--- config.mk ---
export PLATFORM = sky130hd
export DESIGN_NAME = spq_top
export DESIGN_NICKNAME = d
export VERILOG_FILES = /design/src/include/spq_pkg.sv /design/src/include/spq_rx_if.sv /design/src/spq_baud.sv /design/src/spq_rxflags.sv /design/src/spq_top.sv
export VERILOG_INCLUDE_DIRS = /design/src /design/src/include
export SDC_FILE = /design/constraint.sdc
export NUM_CORES = 1
export LEC_CHECK = 0
export BUFFER_PORTS_ARGS = -buffer_cell sky130_fd_sc_hd__buf_2
export CORE_MARGIN = 10
export CORE_UTILIZATION = 50
export DETAILED_ROUTE_END_ITERATION = 6
export PLACE_DENSITY_LB_ADDON = 0.05
export SETUP_SLACK_MARGIN = 0.5
export SLEW_MARGIN = 5
export SYNTH_ARGS = -nofsm -noshare
export SYNTH_HDL_FRONTEND = slang
export SYNTH_SLANG_ARGS = --single-unit
--- constraint.sdc ---
create_clock -name core_clk -period 2.45 [get_ports core_clk]
set_input_delay 0.6125 -clock core_clk [delete_from_list [all_inputs] [get_ports core_clk]]
set_output_delay 0.6125 -clock core_clk [all_outputs]
set_load 0.1 [all_outputs]
--- src/include/spq_map.svh ---
// Behaviour
// - master phase 1 drives data at first edge
// - slave phase 1 starts on first clock edge
// - slave drives data out only when selected
// - no buffer load once a transfer began
// - master data write starts transfer, phase-independent
// - phase 0 clock idles first half-bit
// - master bit clock runs only when enabled
// - start latency at most one bit time
// - queued byte follows previous transfer at once
// - no new byte resends last shift value
// - idle: empty flag back within two cycles
// - busy slave loads buffer only after transfer
// - overflow at bit 1 strobe if unread
// - overflow blocks new bytes, keeps old one
// - status read then data read clears overflow
// - overflow shares error interrupt, no own enable
// - overflow blocks new full sets; receive irq holds while full
// - transfer end sets full and loads byte
// - write clears empty; status+data read clears full
`ifndef SPQ_MAP_SVH
`define SPQ_MAP_SVH
`define SPQ_STEP_ZERO    5'h00
`define SPQ_STEP_ONE     5'h01
`define SPQ_STEP_LAST    5'h10
`define SPQ_STEP_LAST_S1 5'h0F
`define SPQ_STEP_BIT1    5'h0D
`define SPQ_BYTE_ZERO    8'h00
`define SPQ_RATE_DIVIDE_BY_TWO    2'h0
`define SPQ_RATE_DIV8    2'h1
`define SPQ_RATE_DIVIDE_BY_THIRTY_TWO   2'h2
`define SPQ_HLAST_DIVIDE_BY_TWO   7'h00
`define SPQ_HLAST_DIV8   7'h03
`define SPQ_HLAST_DIVIDE_BY_THIRTY_TWO  7'h0F
`define SPQ_HLAST_DIVIDE_BY_ONE_TWENTY_EIGHT 7'h3F
`define SPQ_CNT_ZERO     7'h00
`define SPQ_CNT_ONE      7'h01
`endif

--- src/include/spq_pkg.sv ---
package spq_pkg;
    typedef enum logic [1:0] {
        SPQ_IDLE  = 2'h0,
        SPQ_SHIFT = 2'h1,
        SPQ_END   = 2'h3
    } spq_state_t;
endpackage

--- src/include/spq_rx_if.sv ---
`timescale 1ns/1ps
interface spq_rx_if;
    logic       done;
    logic [7:0] rx_byte;
    logic       ovr_check;
    logic       status_rd;
    logic       data_rd;
    logic       err_ie;
    logic       rx_ie;
    logic       full;
    logic       ovr;
    logic [7:0] rx_data;
    logic       irq;
    modport core  (output done, rx_byte, ovr_check, status_rd, data_rd, err_ie, rx_ie,
                   input full, ovr, rx_data, irq);
    modport flags (input done, rx_byte, ovr_check, status_rd, data_rd, err_ie, rx_ie,
                   output full, ovr, rx_data, irq);
endinterface

--- src/spq_baud.sv ---
`timescale 1ns/1ps
`include "spq_map.svh"
module spq_baud (
    input  wire logic       core_clk,
    input  wire logic       rst_n,
    input  wire logic       run,
    input  wire logic [1:0] rate,
    output logic            half_tick
);
    logic [6:0] cnt_reg;
    logic       tick_reg;
    logic [6:0] last;

    always_comb begin
        if (rate == `SPQ_RATE_DIVIDE_BY_TWO) begin
            last = `SPQ_HLAST_DIVIDE_BY_TWO;
        end else if (rate == `SPQ_RATE_DIV8) begin
            last = `SPQ_HLAST_DIV8;
        end else if (rate == `SPQ_RATE_DIVIDE_BY_THIRTY_TWO) begin
            last = `SPQ_HLAST_DIVIDE_BY_THIRTY_TWO;
        end else begin
            last = `SPQ_HLAST_DIVIDE_BY_ONE_TWENTY_EIGHT;
        end
    end

    // free running: a write lands anywhere in the bit, hence the latency spread
    always_ff @(posedge core_clk) begin
        if (!rst_n || !run) begin
            cnt_reg  <= `SPQ_CNT_ZERO;
            tick_reg <= 1'b0;
        end else begin
            cnt_reg  <= (cnt_reg == last) ? `SPQ_CNT_ZERO : cnt_reg + `SPQ_CNT_ONE;
            tick_reg <= (cnt_reg == last);
        end
    end
    assign half_tick = tick_reg;
endmodule

--- src/spq_rxflags.sv ---
`timescale 1ns/1ps
`include "spq_map.svh"
module spq_rxflags (
    input  wire logic core_clk,
    input  wire logic rst_n,
    spq_rx_if.flags   rxi
);
    logic       full_reg;
    logic       ovr_reg;
    logic       full_arm_reg;
    logic       ovr_arm_reg;
    logic       irq_reg;
    logic [7:0] data_reg;
    logic       set_full;
    logic       set_ovr;

    assign set_ovr  = rxi.ovr_check & full_reg;
    assign set_full = rxi.done & ~ovr_reg;

    // set wins over the read-sequence clear
    always_ff @(posedge core_clk) begin
        if (!rst_n) begin
            full_reg <= 1'b0;
            ovr_reg  <= 1'b0;
        end else begin
            if (set_full) begin
                full_reg <= 1'b1;
            end else if (rxi.data_rd && full_arm_reg) begin
                full_reg <= 1'b0;
            end
            if (set_ovr) begin
                ovr_reg <= 1'b1;
            end else if (rxi.data_rd && ovr_arm_reg) begin
                ovr_reg <= 1'b0;
            end
        end
    end

    always_ff @(posedge core_clk) begin
        if (!rst_n) begin
            full_arm_reg <= 1'b0;
            ovr_arm_reg  <= 1'b0;
        end else if (rxi.status_rd) begin
            full_arm_reg <= full_reg;
            ovr_arm_reg  <= ovr_reg;
        end else if (rxi.data_rd) begin
            full_arm_reg <= 1'b0;
            ovr_arm_reg  <= 1'b0;
        end
    end

    always_ff @(posedge core_clk) begin
        if (!rst_n) begin
            data_reg <= `SPQ_BYTE_ZERO;
        end else if (set_full) begin
            data_reg <= rxi.rx_byte;
        end
    end

    // one shared line; overflow has no enable of its own
    always_ff @(posedge core_clk) begin
        if (!rst_n) begin
            irq_reg <= 1'b0;
        end else begin
            irq_reg <= (rxi.rx_ie & full_reg) | (rxi.err_ie & ovr_reg);
        end
    end

    assign rxi.full    = full_reg;
    assign rxi.ovr     = ovr_reg;
    assign rxi.rx_data = data_reg;
    assign rxi.irq     = irq_reg;
endmodule

--- src/spq_top.sv ---
`timescale 1ns/1ps
`include "spq_map.svh"
module spq_top (
    input  wire logic       core_clk,
    input  wire logic       rst_n,
    input  wire logic       unit_enable,
    input  wire logic       master_select,
    input  wire logic       clock_phase,
    input  wire logic       clock_polarity,
    input  wire logic       rate_select_high,
    input  wire logic       rate_select_low,
    input  wire logic       error_interrupt_enable,
    input  wire logic       receive_interrupt_enable,
    input  wire logic       data_wr,
    input  wire logic [7:0] data_wdata,
    input  wire logic       data_rd,
    input  wire logic       status_rd,
    output logic      [7:0] data_rdata,
    output logic            transmit_empty_flag,
    output logic            receive_full_flag,
    output logic            overflow_flag,
    output logic            rx_err_irq,
    input  wire logic       serial_clock_pin_i,
    output logic            serial_clock_pin_o,
    output logic            serial_clock_pin_oe,
    input  wire logic       mosi_i,
    output logic            mosi_o,
    output logic            mosi_oe,
    input  wire logic       miso_i,
    output logic            miso_o,
    output logic            miso_oe,
    input  wire logic       ss_n_i
);
    ////////////////////////////////////////////////////////////////////////////////
    spq_pkg::spq_state_t state_reg;
    logic [4:0]          step_reg;
    logic [7:0]          tx_sh_reg;
    logic [7:0]          rx_sh_reg;
    logic [7:0]          txbuf_reg;
    logic                txbuf_full_reg;
    logic                pend_reg;
    logic                te_reg;
    logic                sclk_reg;
    logic                sclk_prev_reg;
    logic                ss_prev_reg;
    logic                sclk_oe_reg;
    logic                mosi_oe_reg;
    logic                miso_oe_reg;
    logic                run;
    logic                half_tick;
    logic                s_sel;
    logic                sclk_edge;
    logic                m_start;
    logic                s_start;
    logic                edge_ev;
    logic                sample_ev;
    logic                shift_ev;
    logic                end_ev;
    logic                load_ev;
    logic                din;
    logic [4:0]          k;
    logic [4:0]          end_k;
    logic [7:0]          rx_next;

    spq_rx_if rxi ();

    assign run = unit_enable & master_select;

    spq_baud u_baud (
        .core_clk  (core_clk),
        .rst_n     (rst_n),
        .run       (run),
        .rate      ({rate_select_high, rate_select_low}),
        .half_tick (half_tick)
    );

    spq_rxflags u_rxflags (
        .core_clk (core_clk),
        .rst_n    (rst_n),
        .rxi      (rxi)
    );

    ////////////////////////////////////////////////////////////////////////////////
    // odd steps capture, even steps launch the next bit
    always_comb begin
        s_sel     = unit_enable & ~master_select & ~ss_n_i;
        sclk_edge = s_sel & (serial_clock_pin_i != sclk_prev_reg);
        m_start   = run & half_tick & pend_reg & (state_reg == spq_pkg::SPQ_IDLE);
        s_start   = (state_reg == spq_pkg::SPQ_IDLE) & s_sel &
                    (clock_phase ? sclk_edge : ss_prev_reg);
        edge_ev   = (state_reg == spq_pkg::SPQ_SHIFT) & (master_select ? half_tick : sclk_edge);
        k         = step_reg + `SPQ_STEP_ONE;
        // phase-1 slave sees only fifteen edges after the starting one
        end_k     = (!master_select && clock_phase) ? `SPQ_STEP_LAST_S1 : `SPQ_STEP_LAST;
        sample_ev = edge_ev & k[0];
        shift_ev  = edge_ev & ~k[0] & (k != `SPQ_STEP_LAST);
        end_ev    = edge_ev & (k == end_k);
        din       = master_select ? miso_i : mosi_i;
        rx_next   = sample_ev ? {rx_sh_reg[6:0], din} : rx_sh_reg;
        // a running transfer never takes the buffer; it waits for the end
        load_ev   = unit_enable & txbuf_full_reg & ~pend_reg &
                    (((state_reg == spq_pkg::SPQ_IDLE) & ~s_start) | end_ev);
    end

    ////////////////////////////////////////////////////////////////////////////////
    // slave deselect or disable abandons the transfer at once
    always_ff @(posedge core_clk) begin
        if (!rst_n) begin
            state_reg <= spq_pkg::SPQ_IDLE;
            step_reg  <= `SPQ_STEP_ZERO;
        end else if (!unit_enable || (!master_select && ss_n_i)) begin
            state_reg <= spq_pkg::SPQ_IDLE;
            step_reg  <= `SPQ_STEP_ZERO;
        end else begin
            case (state_reg)
                spq_pkg::SPQ_IDLE: begin
                    if (m_start || s_start) begin
                        state_reg <= spq_pkg::SPQ_SHIFT;
                        step_reg  <= `SPQ_STEP_ZERO;
                    end
                end
                spq_pkg::SPQ_SHIFT: begin
                    if (end_ev) begin
                        state_reg <= spq_pkg::SPQ_END;
                    end else if (edge_ev) begin
                        step_reg <= k;
                    end
                end
                spq_pkg::SPQ_END: begin
                    state_reg <= spq_pkg::SPQ_IDLE;
                end
                default: begin
                    state_reg <= spq_pkg::SPQ_IDLE;
                end
            endcase
        end
    end

    ////////////////////////////////////////////////////////////////////////////////
    // shift register: msb leaves first, pend marks a byte not yet sent
    always_ff @(posedge core_clk) begin
        if (!rst_n || !unit_enable) begin
            tx_sh_reg <= `SPQ_BYTE_ZERO;
            pend_reg  <= 1'b0;
        end else begin
            if (load_ev) begin
                tx_sh_reg <= txbuf_reg;
            end else if (end_ev) begin
                tx_sh_reg <= rx_next;
            end else if (shift_ev) begin
                tx_sh_reg <= {tx_sh_reg[6:0], 1'b0};
            end
            if (load_ev) begin
                pend_reg <= 1'b1;
            end else if (m_start || s_start) begin
                pend_reg <= 1'b0;
            end
        end
    end

    always_ff @(posedge core_clk) begin
        if (!rst_n) begin
            rx_sh_reg <= `SPQ_BYTE_ZERO;
        end else if (sample_ev) begin
            rx_sh_reg <= rx_next;
        end
    end

    ////////////////////////////////////////////////////////////////////////////////
    // writes while disabled are dropped; the buffer flushes like the shifter
    always_ff @(posedge core_clk) begin
        if (!rst_n) begin
            txbuf_reg      <= `SPQ_BYTE_ZERO;
            txbuf_full_reg <= 1'b0;
            te_reg         <= 1'b1;
        end else if (!unit_enable) begin
            txbuf_full_reg <= 1'b0;
            te_reg         <= 1'b1;
        end else begin
            if (data_wr) begin
                txbuf_reg <= data_wdata;
            end
            if (data_wr) begin
                txbuf_full_reg <= 1'b1;
                te_reg         <= 1'b0;
            end else if (load_ev) begin
                txbuf_full_reg <= 1'b0;
                te_reg         <= 1'b1;
            end
        end
    end

    ////////////////////////////////////////////////////////////////////////////////
    always_ff @(posedge core_clk) begin
        if (!rst_n) begin
            sclk_reg <= 1'b0;
        end else if (!run) begin
            sclk_reg <= clock_polarity;
        end else if (m_start) begin
            sclk_reg <= clock_phase ? ~clock_polarity : clock_polarity;
        end else if (edge_ev && (!clock_phase || k != `SPQ_STEP_LAST)) begin
            sclk_reg <= ~sclk_reg;
        end else if (state_reg == spq_pkg::SPQ_IDLE) begin
            sclk_reg <= clock_polarity;
        end
    end

    always_ff @(posedge core_clk) begin
        if (!rst_n) begin
            sclk_prev_reg <= serial_clock_pin_i;
            ss_prev_reg   <= 1'b1;
        end else begin
            sclk_prev_reg <= serial_clock_pin_i;
            ss_prev_reg   <= ss_n_i;
        end
    end

    always_ff @(posedge core_clk) begin
        if (!rst_n) begin
            sclk_oe_reg <= 1'b0;
            mosi_oe_reg <= 1'b0;
            miso_oe_reg <= 1'b0;
        end else begin
            sclk_oe_reg <= run;
            mosi_oe_reg <= run;
            miso_oe_reg <= s_sel;
        end
    end

    ////////////////////////////////////////////////////////////////////////////////
    assign rxi.done      = end_ev;
    assign rxi.rx_byte   = rx_next;
    assign rxi.ovr_check = sample_ev & (k == `SPQ_STEP_BIT1);
    assign rxi.status_rd = status_rd;
    assign rxi.data_rd   = data_rd;
    assign rxi.err_ie    = error_interrupt_enable;
    assign rxi.rx_ie     = receive_interrupt_enable;

    assign data_rdata          = rxi.rx_data;
    assign receive_full_flag   = rxi.full;
    assign overflow_flag       = rxi.ovr;
    assign rx_err_irq          = rxi.irq;
    assign transmit_empty_flag = te_reg;
    assign serial_clock_pin_o  = sclk_reg;
    assign serial_clock_pin_oe = sclk_oe_reg;
    assign mosi_o              = tx_sh_reg[7];
    assign mosi_oe             = mosi_oe_reg;
    assign miso_o              = tx_sh_reg[7];
    assign miso_oe             = miso_oe_reg;
endmodule

==> impl_results.html, run 1 <==
<table>
<tr><th>Metric</th><th>Value</th></tr>
<tr><th colspan="2">Placement</th></tr>
<tr><td>Detailed Place HPWL</td><td>approximately 5.4 mm</td></tr>
<tr><td>RePlAce Congestion</td><td>~0.86</td></tr>
<tr><td>Count of buffers from port buffering</td><td>42</td></tr>
<tr><td>Post-placement cell area</td><td>~3400 um^2</td></tr>
<tr><td>Dpl cells</td><td>roughly 460</td></tr>
<tr><th colspan="2">STA</th></tr>
<tr><td>Time the final worst path needs with I/O delays and setup</td><td>2280 ps</td></tr>
<tr><td>Worst-case headroom to the max-slew limit</td><td>roughly 64%</td></tr>
<tr><td>Pins over their slew limit</td><td>0</td></tr>
<tr><td>Measured slew at the worst slew-check pin</td><td>around 530 ps</td></tr>
<tr><td>Final critical-path share of the clock period</td><td>between 90 and 100%</td></tr>
<tr><td>Final Skew</td><td>between 8 and 9 ps</td></tr>
<tr><td>Setup repair after global routing missed its margin</td><td>true</td></tr>
<tr><td>Count of final hold-check violations</td><td>0</td></tr>
<tr><td>Count of endpoints failing setup in the final report</td><td>0</td></tr>
<tr><td>Maximum frequency from static timing analysis</td><td>approximately 440 MHz</td></tr>
<tr><th colspan="2">Critical path</th></tr>
<tr><td>CP arrival</td><td>approximately 2600 ps</td></tr>
<tr><td>Startpoint class of the critical path</td><td>register</td></tr>
<tr><td>Worst reg2reg path endpoint</td><td>step_reg[2]</td></tr>
<tr><td>Reg-to-Reg Start</td><td>step_reg[0]</td></tr>
<tr><td>Number of cell instances on the worst register-to-register path</td><td>9</td></tr>
<tr><td>CP max FO</td><td>5</td></tr>
<tr><td>Slack of the worst reg-to-reg path</td><td>approximately 170 ps</td></tr>
<tr><td>Required time of the worst setup path</td><td>~2700 ps</td></tr>
<tr><td>Type of element capturing the critical path</td><td>register</td></tr>
<tr><td>Critical Setup Path Class</td><td>register to register</td></tr>
<tr><th colspan="2">Route</th></tr>
<tr><td>Total iterations of the first detailed-routing run</td><td>4</td></tr>
<tr><td>DRC errors left</td><td>0</td></tr>
<tr><td>Vias</td><td>2852</td></tr>
<tr><td>Final ANT Viol Nets</td><td>0</td></tr>
<tr><td>Iteration-0 DRC Markers</td><td>roughly 120</td></tr>
<tr><td>Detailed Route WL</td><td>8.05 mm</td></tr>
<tr><td>Routed wirelength normalized by instance count</td><td>around 16 um</td></tr>
<tr><td>Ratio of routed vias to standard cells</td><td>about 5.7</td></tr>
<tr><th colspan="2">GRT</th></tr>
<tr><td>Remaining global-route overflow</td><td>0</td></tr>
<tr><td>Busiest layer in global routing</td><td>met2</td></tr>
<tr><td>Initial antenna violation count</td><td>0</td></tr>
<tr><td>Met3 track demand over resource in global routing</td><td>roughly 4.8%</td></tr>
<tr><td>Pin count of the biggest net entering global routing</td><td>23</td></tr>
<tr><td>Total routing resource utilization after global routing</td><td>about 16%</td></tr>
<tr><td>Met1 Use GR</td><td>between 20% and 30%</td></tr>
<tr><td>Via count of the first global-routing pass</td><td>around 2800</td></tr>
<tr><td>Wire length of the first global-routing pass</td><td>around 13 mm</td></tr>
<tr><td>Grt met2 use</td><td>25.9%</td></tr>
<tr><th colspan="2">Clocking</th></tr>
<tr><td>TritonCTS clock tree</td><td>built</td></tr>
<tr><td>Clock insertion delay at the later pin of the skew report</td><td>~330 ps</td></tr>
<tr><td>Count of clock tree sinks</td><td>60</td></tr>
<tr><td>Hold_buf cts</td><td>0</td></tr>
<tr><td>Clock-pin slew reported for the worst setup and hold paths after clock tree synthesis</td><td>70 ps</td></tr>
<tr><td>H-tree depth reported by CTS</td><td>3</td></tr>
<tr><td>Root Driver</td><td>sky130_fd_sc_hd__clkbuf_8</td></tr>
<tr><td>Clock buffer count from CTS</td><td>9</td></tr>
<tr><td>Number of buffers between clock root and the deepest sink</td><td>2</td></tr>
<tr><th colspan="2">Layout</th></tr>
<tr><td>Synth-to-Final Area Change</td><td>33.3%</td></tr>
<tr><td>Final net count</td><td>451</td></tr>
<tr><td>Area used by multi-input combinational logic</td><td>between 1500 and 2000 um^2</td></tr>
<tr><td>Filler cell count</td><td>roughly 480</td></tr>
<tr><td>Antenna Diode Count</td><td>0</td></tr>
<tr><td>Seq. cell area</td><td>around 1200 um^2</td></tr>
<tr><td>Number of standard cells in the layout, taps in and fillers out</td><td>around 500</td></tr>
<tr><td>Total non-filler cell area in the finished layout</td><td>a little under 4000 um^2</td></tr>
<tr><td>Layout cells sized above 1</td><td>37.6%</td></tr>
<tr><th colspan="2">Synth</th></tr>
<tr><td>Flip-flop cell with the highest count after synthesis</td><td>sky130_fd_sc_hd__dfxtp_1</td></tr>
<tr><td>Number of enable flip-flop cells after synthesis</td><td>0</td></tr>
<tr><td>Syn_area_per_cell</td><td>roughly 8.5 um^2</td></tr>
<tr><td>Syn Inst Count</td><td>347</td></tr>
<tr><td>Number of flip-flops and latches in the synthesized netlist</td><td>60</td></tr>
<tr><td>Cell Area, Synth</td><td>2950 um^2</td></tr>
<tr><td>Number of different library cells in the post-synthesis netlist</td><td>58</td></tr>
<tr><td>Share of the yosys chip area belonging to registers</td><td>between 40 and 50%</td></tr>
<tr><td>Ys async rst share</td><td>0%</td></tr>
<tr><td>Syn Nets</td><td>~380</td></tr>
<tr><td>Synth warnings</td><td>0</td></tr>
<tr><th colspan="2">Power and ir drop</th></tr>
<tr><td>Switching component of the power</td><td>roughly 0.51 mW</td></tr>
<tr><td>Net switching share of the total power</td><td>between 20% and 30%</td></tr>
<tr><td>Part of the total power dissipated in the clock network</td><td>between 30 and 40%</td></tr>
<tr><td>Combinational share of power</td><td>8.3%</td></tr>
<tr><td>Power Dens Cells</td><td>roughly 480 nW/um^2</td></tr>
<tr><td>Sequential fraction of design power</td><td>between 50% and 60%</td></tr>
<tr><td>Pleak</td><td>roughly 1.5 nW</td></tr>
<tr><td>IR drop worst, VDD</td><td>~0.00038 V</td></tr>
<tr><td>Power Internal</td><td>~1.4 mW</td></tr>
<tr><th colspan="2">Floorplan</th></tr>
<tr><td>Core Box Area</td><td>approximately 5600 um^2</td></tr>
<tr><td>IO Pins</td><td>43</td></tr>
<tr><td>Initial core utilization</td><td>between 50% and 60%</td></tr>
<tr><td>Vertical die dimension</td><td>between 90 and 100 um</td></tr>
<tr><td>Die outline area</td><td>~9400 um^2</td></tr>
<tr><td>Chip Width</td><td>96.9 um</td></tr>
<tr><td>Floorplan row count</td><td>27</td></tr>
<tr><th colspan="2">Worst hold path</th></tr>
<tr><td>Launch instance of the worst min-delay path</td><td>serial_clock_pin_i</td></tr>
<tr><td>End point of the worst hold path</td><td>sclk_prev_reg</td></tr>
<tr><td>WHS Path Cells</td><td>1</td></tr>
<tr><td>Path category of the worst min-delay check</td><td>input pin to register</td></tr>
<tr><th colspan="2">Run status</th></tr>
<tr><td>Run status</td><td>completed</td></tr>
<tr><th colspan="2">Run</th></tr>
<tr><td>Reported max-cap violation count</td><td>0</td></tr>
</table>
[final cells by class]
class	instances	area share (%)
multi-input combinational	257	48.0
inverter	9	0.922
timing repair buffer	85	14.0
tap	72	2.29
sequential	60	30.8
clock inverter	5	0.763
clock buffer	10	3.24
[per-layer routing]
metal  share of wire (%)  vias up
li1                    -     1431
met1                  46     1360
met2                  48       57
met3                 5.3        4
met4                0.68        0
met5                   0        -
[stage by stage]
step / worst slack (ps) / hold slack, ps / total power, mW / setup TNS (ps) / utilization (%)
floorplan: 243 / 433 / 1.11 / 0 / -
global placement: -39.0 / 439 / 1.17 / -67.4 / 60.5
detailed placement: -114 / 445 / 1.17 / -333 / 60.5
CTS: 176 / 397 / 1.90 / 0 / 66.8
global route: 64.6 / 407 / 1.97 / 0 / 70.2
finish: 165 / 420 / 1.90 / 0 / 70.2
[worst max path at each step]
stage,from,end,cells past startpoint,slack [ps]
3_5_place_dp,master_select,tx_sh_reg[5],8,-110
5_1_grt,step_reg[1],u_rxflags.rxi.rx_data[2],9,60
6_report,step_reg[0],step_reg[2],9,170
3_3_place_gp,master_select,tx_sh_reg[6],7,-40
2_1_floorplan,master_select,tx_sh_reg[6],7,240
4_1_cts,step_reg[0],u_rxflags.rxi.rx_data[6],10,180
[power groups by stage]
stage / Combinational, mW / Clock, mW / Sequential, mW
4_1_cts: 0.149 / 0.756 / 0.998
6_report: 0.157 / 0.745 / 0.999
3_3_place_gp: 0.145 / 0 / 1.02
2_1_floorplan: 0.0712 / 0 / 1.04
3_5_place_dp: 0.147 / 0 / 1.02
5_1_grt: 0.171 / 0.798 / 1.00
[cell usage after synthesis (4+ instances only)]
cell type | instances | share of area, %
sky130_fd_sc_hd__inv_1 | 8 | 1.0
sky130_fd_sc_hd__mux2_2 | 6 | 2.3
sky130_fd_sc_hd__o211ai_1 | 8 | 2.0
sky130_fd_sc_hd__a31oi_1 | 13 | 2.8
sky130_fd_sc_hd__nor4_1 | 9 | 1.9
sky130_fd_sc_hd__o21ai_0 | 7 | 1.2
sky130_fd_sc_hd__a21oi_1 | 25 | 4.2
sky130_fd_sc_hd__clkbuf_1 | 14 | 1.8
sky130_fd_sc_hd__nand3_1 | 18 | 3.1
sky130_fd_sc_hd__nor2_1 | 26 | 3.3
sky130_fd_sc_hd__and2_1 | 12 | 2.5
sky130_fd_sc_hd__dfxtp_1 | 60 | 41
sky130_fd_sc_hd__ha_1 | 4 | 1.7
sky130_fd_sc_hd__o21ai_1 | 17 | 2.9
sky130_fd_sc_hd__buf_4 | 4 | 1.0
sky130_fd_sc_hd__nand2_1 | 40 | 5.1
sky130_fd_sc_hd__o41ai_1 | 5 | 1.5
sky130_fd_sc_hd__nor3_1 | 9 | 1.5
[repair_timing]
| item | in CTS | in global routing |
|---|---|---|
| pin swaps | 23 | 17 |
| endpoints found under the setup margin | 29 | 34 |
| gates resized for setup | 24 | 27 |
| buffers inserted | 11 | 7 |
| cloned | 2 | 0 |
| endpoints found under the hold margin | 0 | 0 |
[logic make-up (layout without fill, tap and decap cells)]
kind of cell / count (synthesis) / count (layout) / share of synthesized area (%)
adder cells (fa/ha/maj): 4 / 4 / 1.69
buffers and inverters: 30 / 109 / 4.41
AO/OA/AOI/OAI: 102 / 102 / 24.5
multiplexers: 8 / 8 / 2.97
AND/OR/NAND/NOR: 137 / 137 / 23.9
XOR/XNOR: 6 / 6 / 1.78
flip-flops: 60 / 60 / 40.7
[critical path: stages, from the launching register on]
cell	delay, ps
sky130_fd_sc_hd__dfxtp_4	360
sky130_fd_sc_hd__ha_4	160
sky130_fd_sc_hd__or3_4	350
sky130_fd_sc_hd__a2111oi_4	380
sky130_fd_sc_hd__nor2_4	120
sky130_fd_sc_hd__a211oi_4	270
sky130_fd_sc_hd__buf_4	160
sky130_fd_sc_hd__o21bai_1	80
sky130_fd_sc_hd__buf_4	180
sky130_fd_sc_hd__a31oi_4	150
[cell usage in the layout (no fill, tap or decap), drive strengths merged, types with 9 or more instances in the layout]
master  instances
a21oi          25
a31oi          13
and2           12
buf            85
clkbuf         10
dfxtp          60
inv             9
nand2          40
nand3          18
nor2           27
nor3            9
nor4           10
o21ai          25
Note: power is estimated with default switching activity, not from simulation.
==> run 2: changes to the inputs <==
--- a/config.mk
+++ b/config.mk
@@ -11,6 +11,7 @@
 export CORE_UTILIZATION = 50
 export DETAILED_ROUTE_END_ITERATION = 6
 export PLACE_DENSITY_LB_ADDON = 0.05
+export REMOVE_ABC_BUFFERS = 1
 export SETUP_SLACK_MARGIN = 0.5
 export SLEW_MARGIN = 5
 export SYNTH_ARGS = -nofsm -noshare
==> run 2 against run 1 <==
Against the previous run:
- flip-flop and latch count unchanged
- largest power group unchanged
- non-clock buffer count down 9
- global-route usage about the same
- worst hold slack lost 8.9 ps
- clock-buffer cell count is 2 higher
- critical path type unchanged
- power up 7.0%
- largest cell class unchanged
- clock skew rose by 1.6 ps
- die area unchanged
- sequential share of layout area grew 1.2 points
==> impl_results.html, run 2 (synthesis gave the netlist of run 1 again) <==
<table>
<tr><th>Metric</th><th>Value</th></tr>
<tr><th colspan="2">Floorplan</th></tr>
<tr><td>Core Box Area</td><td>approximately 5600 um^2</td></tr>
<tr><td>Chip Width</td><td>about 97 um</td></tr>
<tr><td>Vertical die dimension</td><td>between 90 and 100 um</td></tr>
<tr><td>IO Pins</td><td>43</td></tr>
<tr><td>Floorplan row count</td><td>27</td></tr>
<tr><td>Die outline area</td><td>between 9000 and 10000 um^2</td></tr>
<tr><td>Initial core utilization</td><td>between 50% and 60%</td></tr>
<tr><th colspan="2">Layout</th></tr>
<tr><td>Total non-filler cell area in the finished layout</td><td>roughly 3800 um^2</td></tr>
<tr><td>Synth-to-Final Area Change</td><td>27.9%</td></tr>
<tr><td>Commonest cells after routing, fill and taps aside</td><td>sky130_fd_sc_hd__dfxtp_1 (57), sky130_fd_sc_hd__buf_2 (39), sky130_fd_sc_hd__nand2_1 (37), sky130_fd_sc_hd__buf_4 (32), sky130_fd_sc_hd__nor2_1 (26)</td></tr>
<tr><td>Layout Utilization</td><td>67.3%</td></tr>
<tr><td>Most frequent standard cell in the layout excluding fill and tap cells</td><td>sky130_fd_sc_hd__dfxtp_1</td></tr>
<tr><td>Antenna Diode Count</td><td>0</td></tr>
<tr><td>Final net count</td><td>between 400 and 500</td></tr>
<tr><td>Layout cells sized above 1</td><td>31.8%</td></tr>
<tr><td>Filler cell count</td><td>approximately 500</td></tr>
<tr><th colspan="2">STA</th></tr>
<tr><td>Total negative slack</td><td>0 ps</td></tr>
<tr><td>Count of endpoints failing setup in the final report</td><td>0</td></tr>
<tr><td>Setup repair after global routing missed its margin</td><td>true</td></tr>
<tr><td>Worst-case headroom to the max-slew limit</td><td>between 40% and 50%</td></tr>
<tr><td>Pins over their slew limit</td><td>0</td></tr>
<tr><td>Time the final worst path needs with I/O delays and setup</td><td>between 2000 and 2500 ps</td></tr>
<tr><td>Count of final hold-check violations</td><td>0</td></tr>
<tr><td>Final critical-path share of the clock period</td><td>between 90% and 100%</td></tr>
<tr><td>Measured slew at the worst slew-check pin</td><td>about 770 ps</td></tr>
<tr><td>Maximum frequency from static timing analysis</td><td>around 430 MHz</td></tr>
<tr><td>Final Skew</td><td>9.85 ps</td></tr>
<tr><td>Worst hold slack</td><td>between 400 and 500 ps</td></tr>
<tr><th colspan="2">Route</th></tr>
<tr><td>Detailed Route WL</td><td>roughly 7.7 mm</td></tr>
<tr><td>Routed wirelength normalized by instance count</td><td>15.7 um</td></tr>
<tr><td>Ratio of routed vias to standard cells</td><td>~5.6</td></tr>
<tr><td>DRC errors left</td><td>0</td></tr>
<tr><td>Iteration-0 DRC Markers</td><td>~130</td></tr>
<tr><td>Vias</td><td>between 2000 and 3000</td></tr>
<tr><td>Total iterations of the first detailed-routing run</td><td>4</td></tr>
<tr><td>Final ANT Viol Nets</td><td>0</td></tr>
<tr><th colspan="2">GRT</th></tr>
<tr><td>Total routing resource utilization after global routing</td><td>between 10% and 20%</td></tr>
<tr><td>Pin count of the biggest net entering global routing</td><td>15</td></tr>
<tr><td>Wire length of the first global-routing pass</td><td>about 13 mm</td></tr>
<tr><td>Remaining global-route overflow</td><td>0</td></tr>
<tr><td>Initial antenna violation count</td><td>0</td></tr>
<tr><td>Via count of the first global-routing pass</td><td>between 2000 and 3000</td></tr>
<tr><th colspan="2">Power and ir drop</th></tr>
<tr><td>Total power after layout</td><td>about 2.0 mW</td></tr>
<tr><td>IR drop worst, VDD</td><td>approximately 0.00060 V</td></tr>
<tr><td>Pleak</td><td>1.42 nW</td></tr>
<tr><td>Power Dens Cells</td><td>539 nW/um^2</td></tr>
<tr><th colspan="2">Critical path</th></tr>
<tr><td>CP arrival</td><td>approximately 2600 ps</td></tr>
<tr><td>Type of element capturing the critical path</td><td>register</td></tr>
<tr><td>Reg-to-Reg Start</td><td>step_reg[0]</td></tr>
<tr><td>Required time of the worst setup path</td><td>2710 ps</td></tr>
<tr><td>Number of cell instances on the worst register-to-register path</td><td>9</td></tr>
<tr><td>Critical Setup Path Class</td><td>register to register</td></tr>
<tr><td>CP max FO</td><td>5</td></tr>
<tr><td>Worst reg2reg path endpoint</td><td>step_reg[2]</td></tr>
<tr><td>Startpoint class of the critical path</td><td>register</td></tr>
<tr><td>Slack of the worst reg-to-reg path</td><td>140 ps</td></tr>
<tr><th colspan="2">Worst hold path</th></tr>
<tr><td>Path category of the worst min-delay check</td><td>input pin to register</td></tr>
<tr><td>Launch instance of the worst min-delay path</td><td>serial_clock_pin_i</td></tr>
<tr><td>End point of the worst hold path</td><td>sclk_prev_reg</td></tr>
<tr><td>WHS Path Cells</td><td>1</td></tr>
<tr><th colspan="2">Clocking</th></tr>
<tr><td>Clock buffer count from CTS</td><td>9</td></tr>
<tr><td>Hold_buf cts</td><td>0</td></tr>
<tr><td>TritonCTS clock tree</td><td>built</td></tr>
<tr><td>Clock-pin slew reported for the worst setup and hold paths after clock tree synthesis</td><td>70 ps</td></tr>
<tr><td>H-tree depth reported by CTS</td><td>3</td></tr>
<tr><td>Number of buffers between clock root and the deepest sink</td><td>2</td></tr>
<tr><td>Count of clock tree sinks</td><td>60</td></tr>
<tr><td>Clock insertion delay at the later pin of the skew report</td><td>roughly 340 ps</td></tr>
<tr><td>Root Driver</td><td>sky130_fd_sc_hd__clkbuf_8</td></tr>
<tr><th colspan="2">Run status</th></tr>
<tr><td>Run status</td><td>completed</td></tr>
<tr><th colspan="2">Placement</th></tr>
<tr><td>Post-placement cell area</td><td>about 3400 um^2</td></tr>
<tr><td>RePlAce Congestion</td><td>approximately 0.84</td></tr>
<tr><td>Detailed Place HPWL</td><td>~5.6 mm</td></tr>
<tr><td>Count of buffers from port buffering</td><td>between 40 and 50</td></tr>
<tr><th colspan="2">Run</th></tr>
<tr><td>Reported max-cap violation count</td><td>0</td></tr>
</table>
## run 2: per-stage QoR
| stage | cells | worst slack, ps |
|---|---|---|
| after detailed placement | 467 | -105 |
| after global placement | 467 | -79.8 |
| final | 490 | 142 |
| after CTS | 486 | 171 |
| after global routing | 490 | 82.1 |
| after floorplan | 326 | -80.0 |
## run 2: area by class of cell
type                            count  area, um^2  area share (%)
Clock buffer                       12         145            3.84
Timing Repair Buffer               76         492            13.0
Inverter                            9        33.8           0.895
Clock inverter                      4        48.8            1.29
Tap cell                           72        90.1            2.39
Sequential cell                    60        1210            32.0
Multi-Input combinational cell    257        1760            46.6
## run 2: per-layer routing
metal	share of wire, %	global-route usage [%]	vias to the layer above
met5	0	0	-
met4	1.9	7.33	0
met3	4.6	4.12	11
met2	48	25.8	71
met1	46	19.8	1268
li1	-	-	1414
## run 2: worst max-delay path, stage by stage (launching register included)
cell and delay, ps:
sky130_fd_sc_hd__dfxtp_4 370, sky130_fd_sc_hd__ha_4 160, sky130_fd_sc_hd__or3_4 350, sky130_fd_sc_hd__a2111oi_4 420, sky130_fd_sc_hd__nor2_4 120, sky130_fd_sc_hd__a211oi_4 260
sky130_fd_sc_hd__buf_4 160, sky130_fd_sc_hd__o21bai_1 60, sky130_fd_sc_hd__buf_4 160, sky130_fd_sc_hd__a31oi_1 170
## run 2: worst max-delay path by stage
stage,start,end,slack (ps)
4_1_cts,step_reg[0],u_rxflags.rxi.rx_data[3],170
3_5_place_dp,unit_enable,tx_sh_reg[3],-100
2_1_floorplan,serial_clock_pin_i,tx_sh_reg[1],-80
5_1_grt,step_reg[0],u_rxflags.rxi.rx_data[3],80
6_report,step_reg[0],step_reg[2],140
3_3_place_gp,unit_enable,tx_sh_reg[3],-80
## run 2: timing repair
action / 4_1_cts / 5_1_grt
resized for setup: 20 / 19
pin swaps: 14 / 15
setup buffers: 2 / 4
setup endpoints to repair: 28 / 35
gates cloned: 1 / 0
## run 2: where the power goes
group / internal (mW) / switching (mW) / total (mW)
Sequential: 0.989 / 0.00968 / 0.999
Combinational: 0.0540 / 0.100 / 0.154
Clock: 0.497 / 0.386 / 0.882
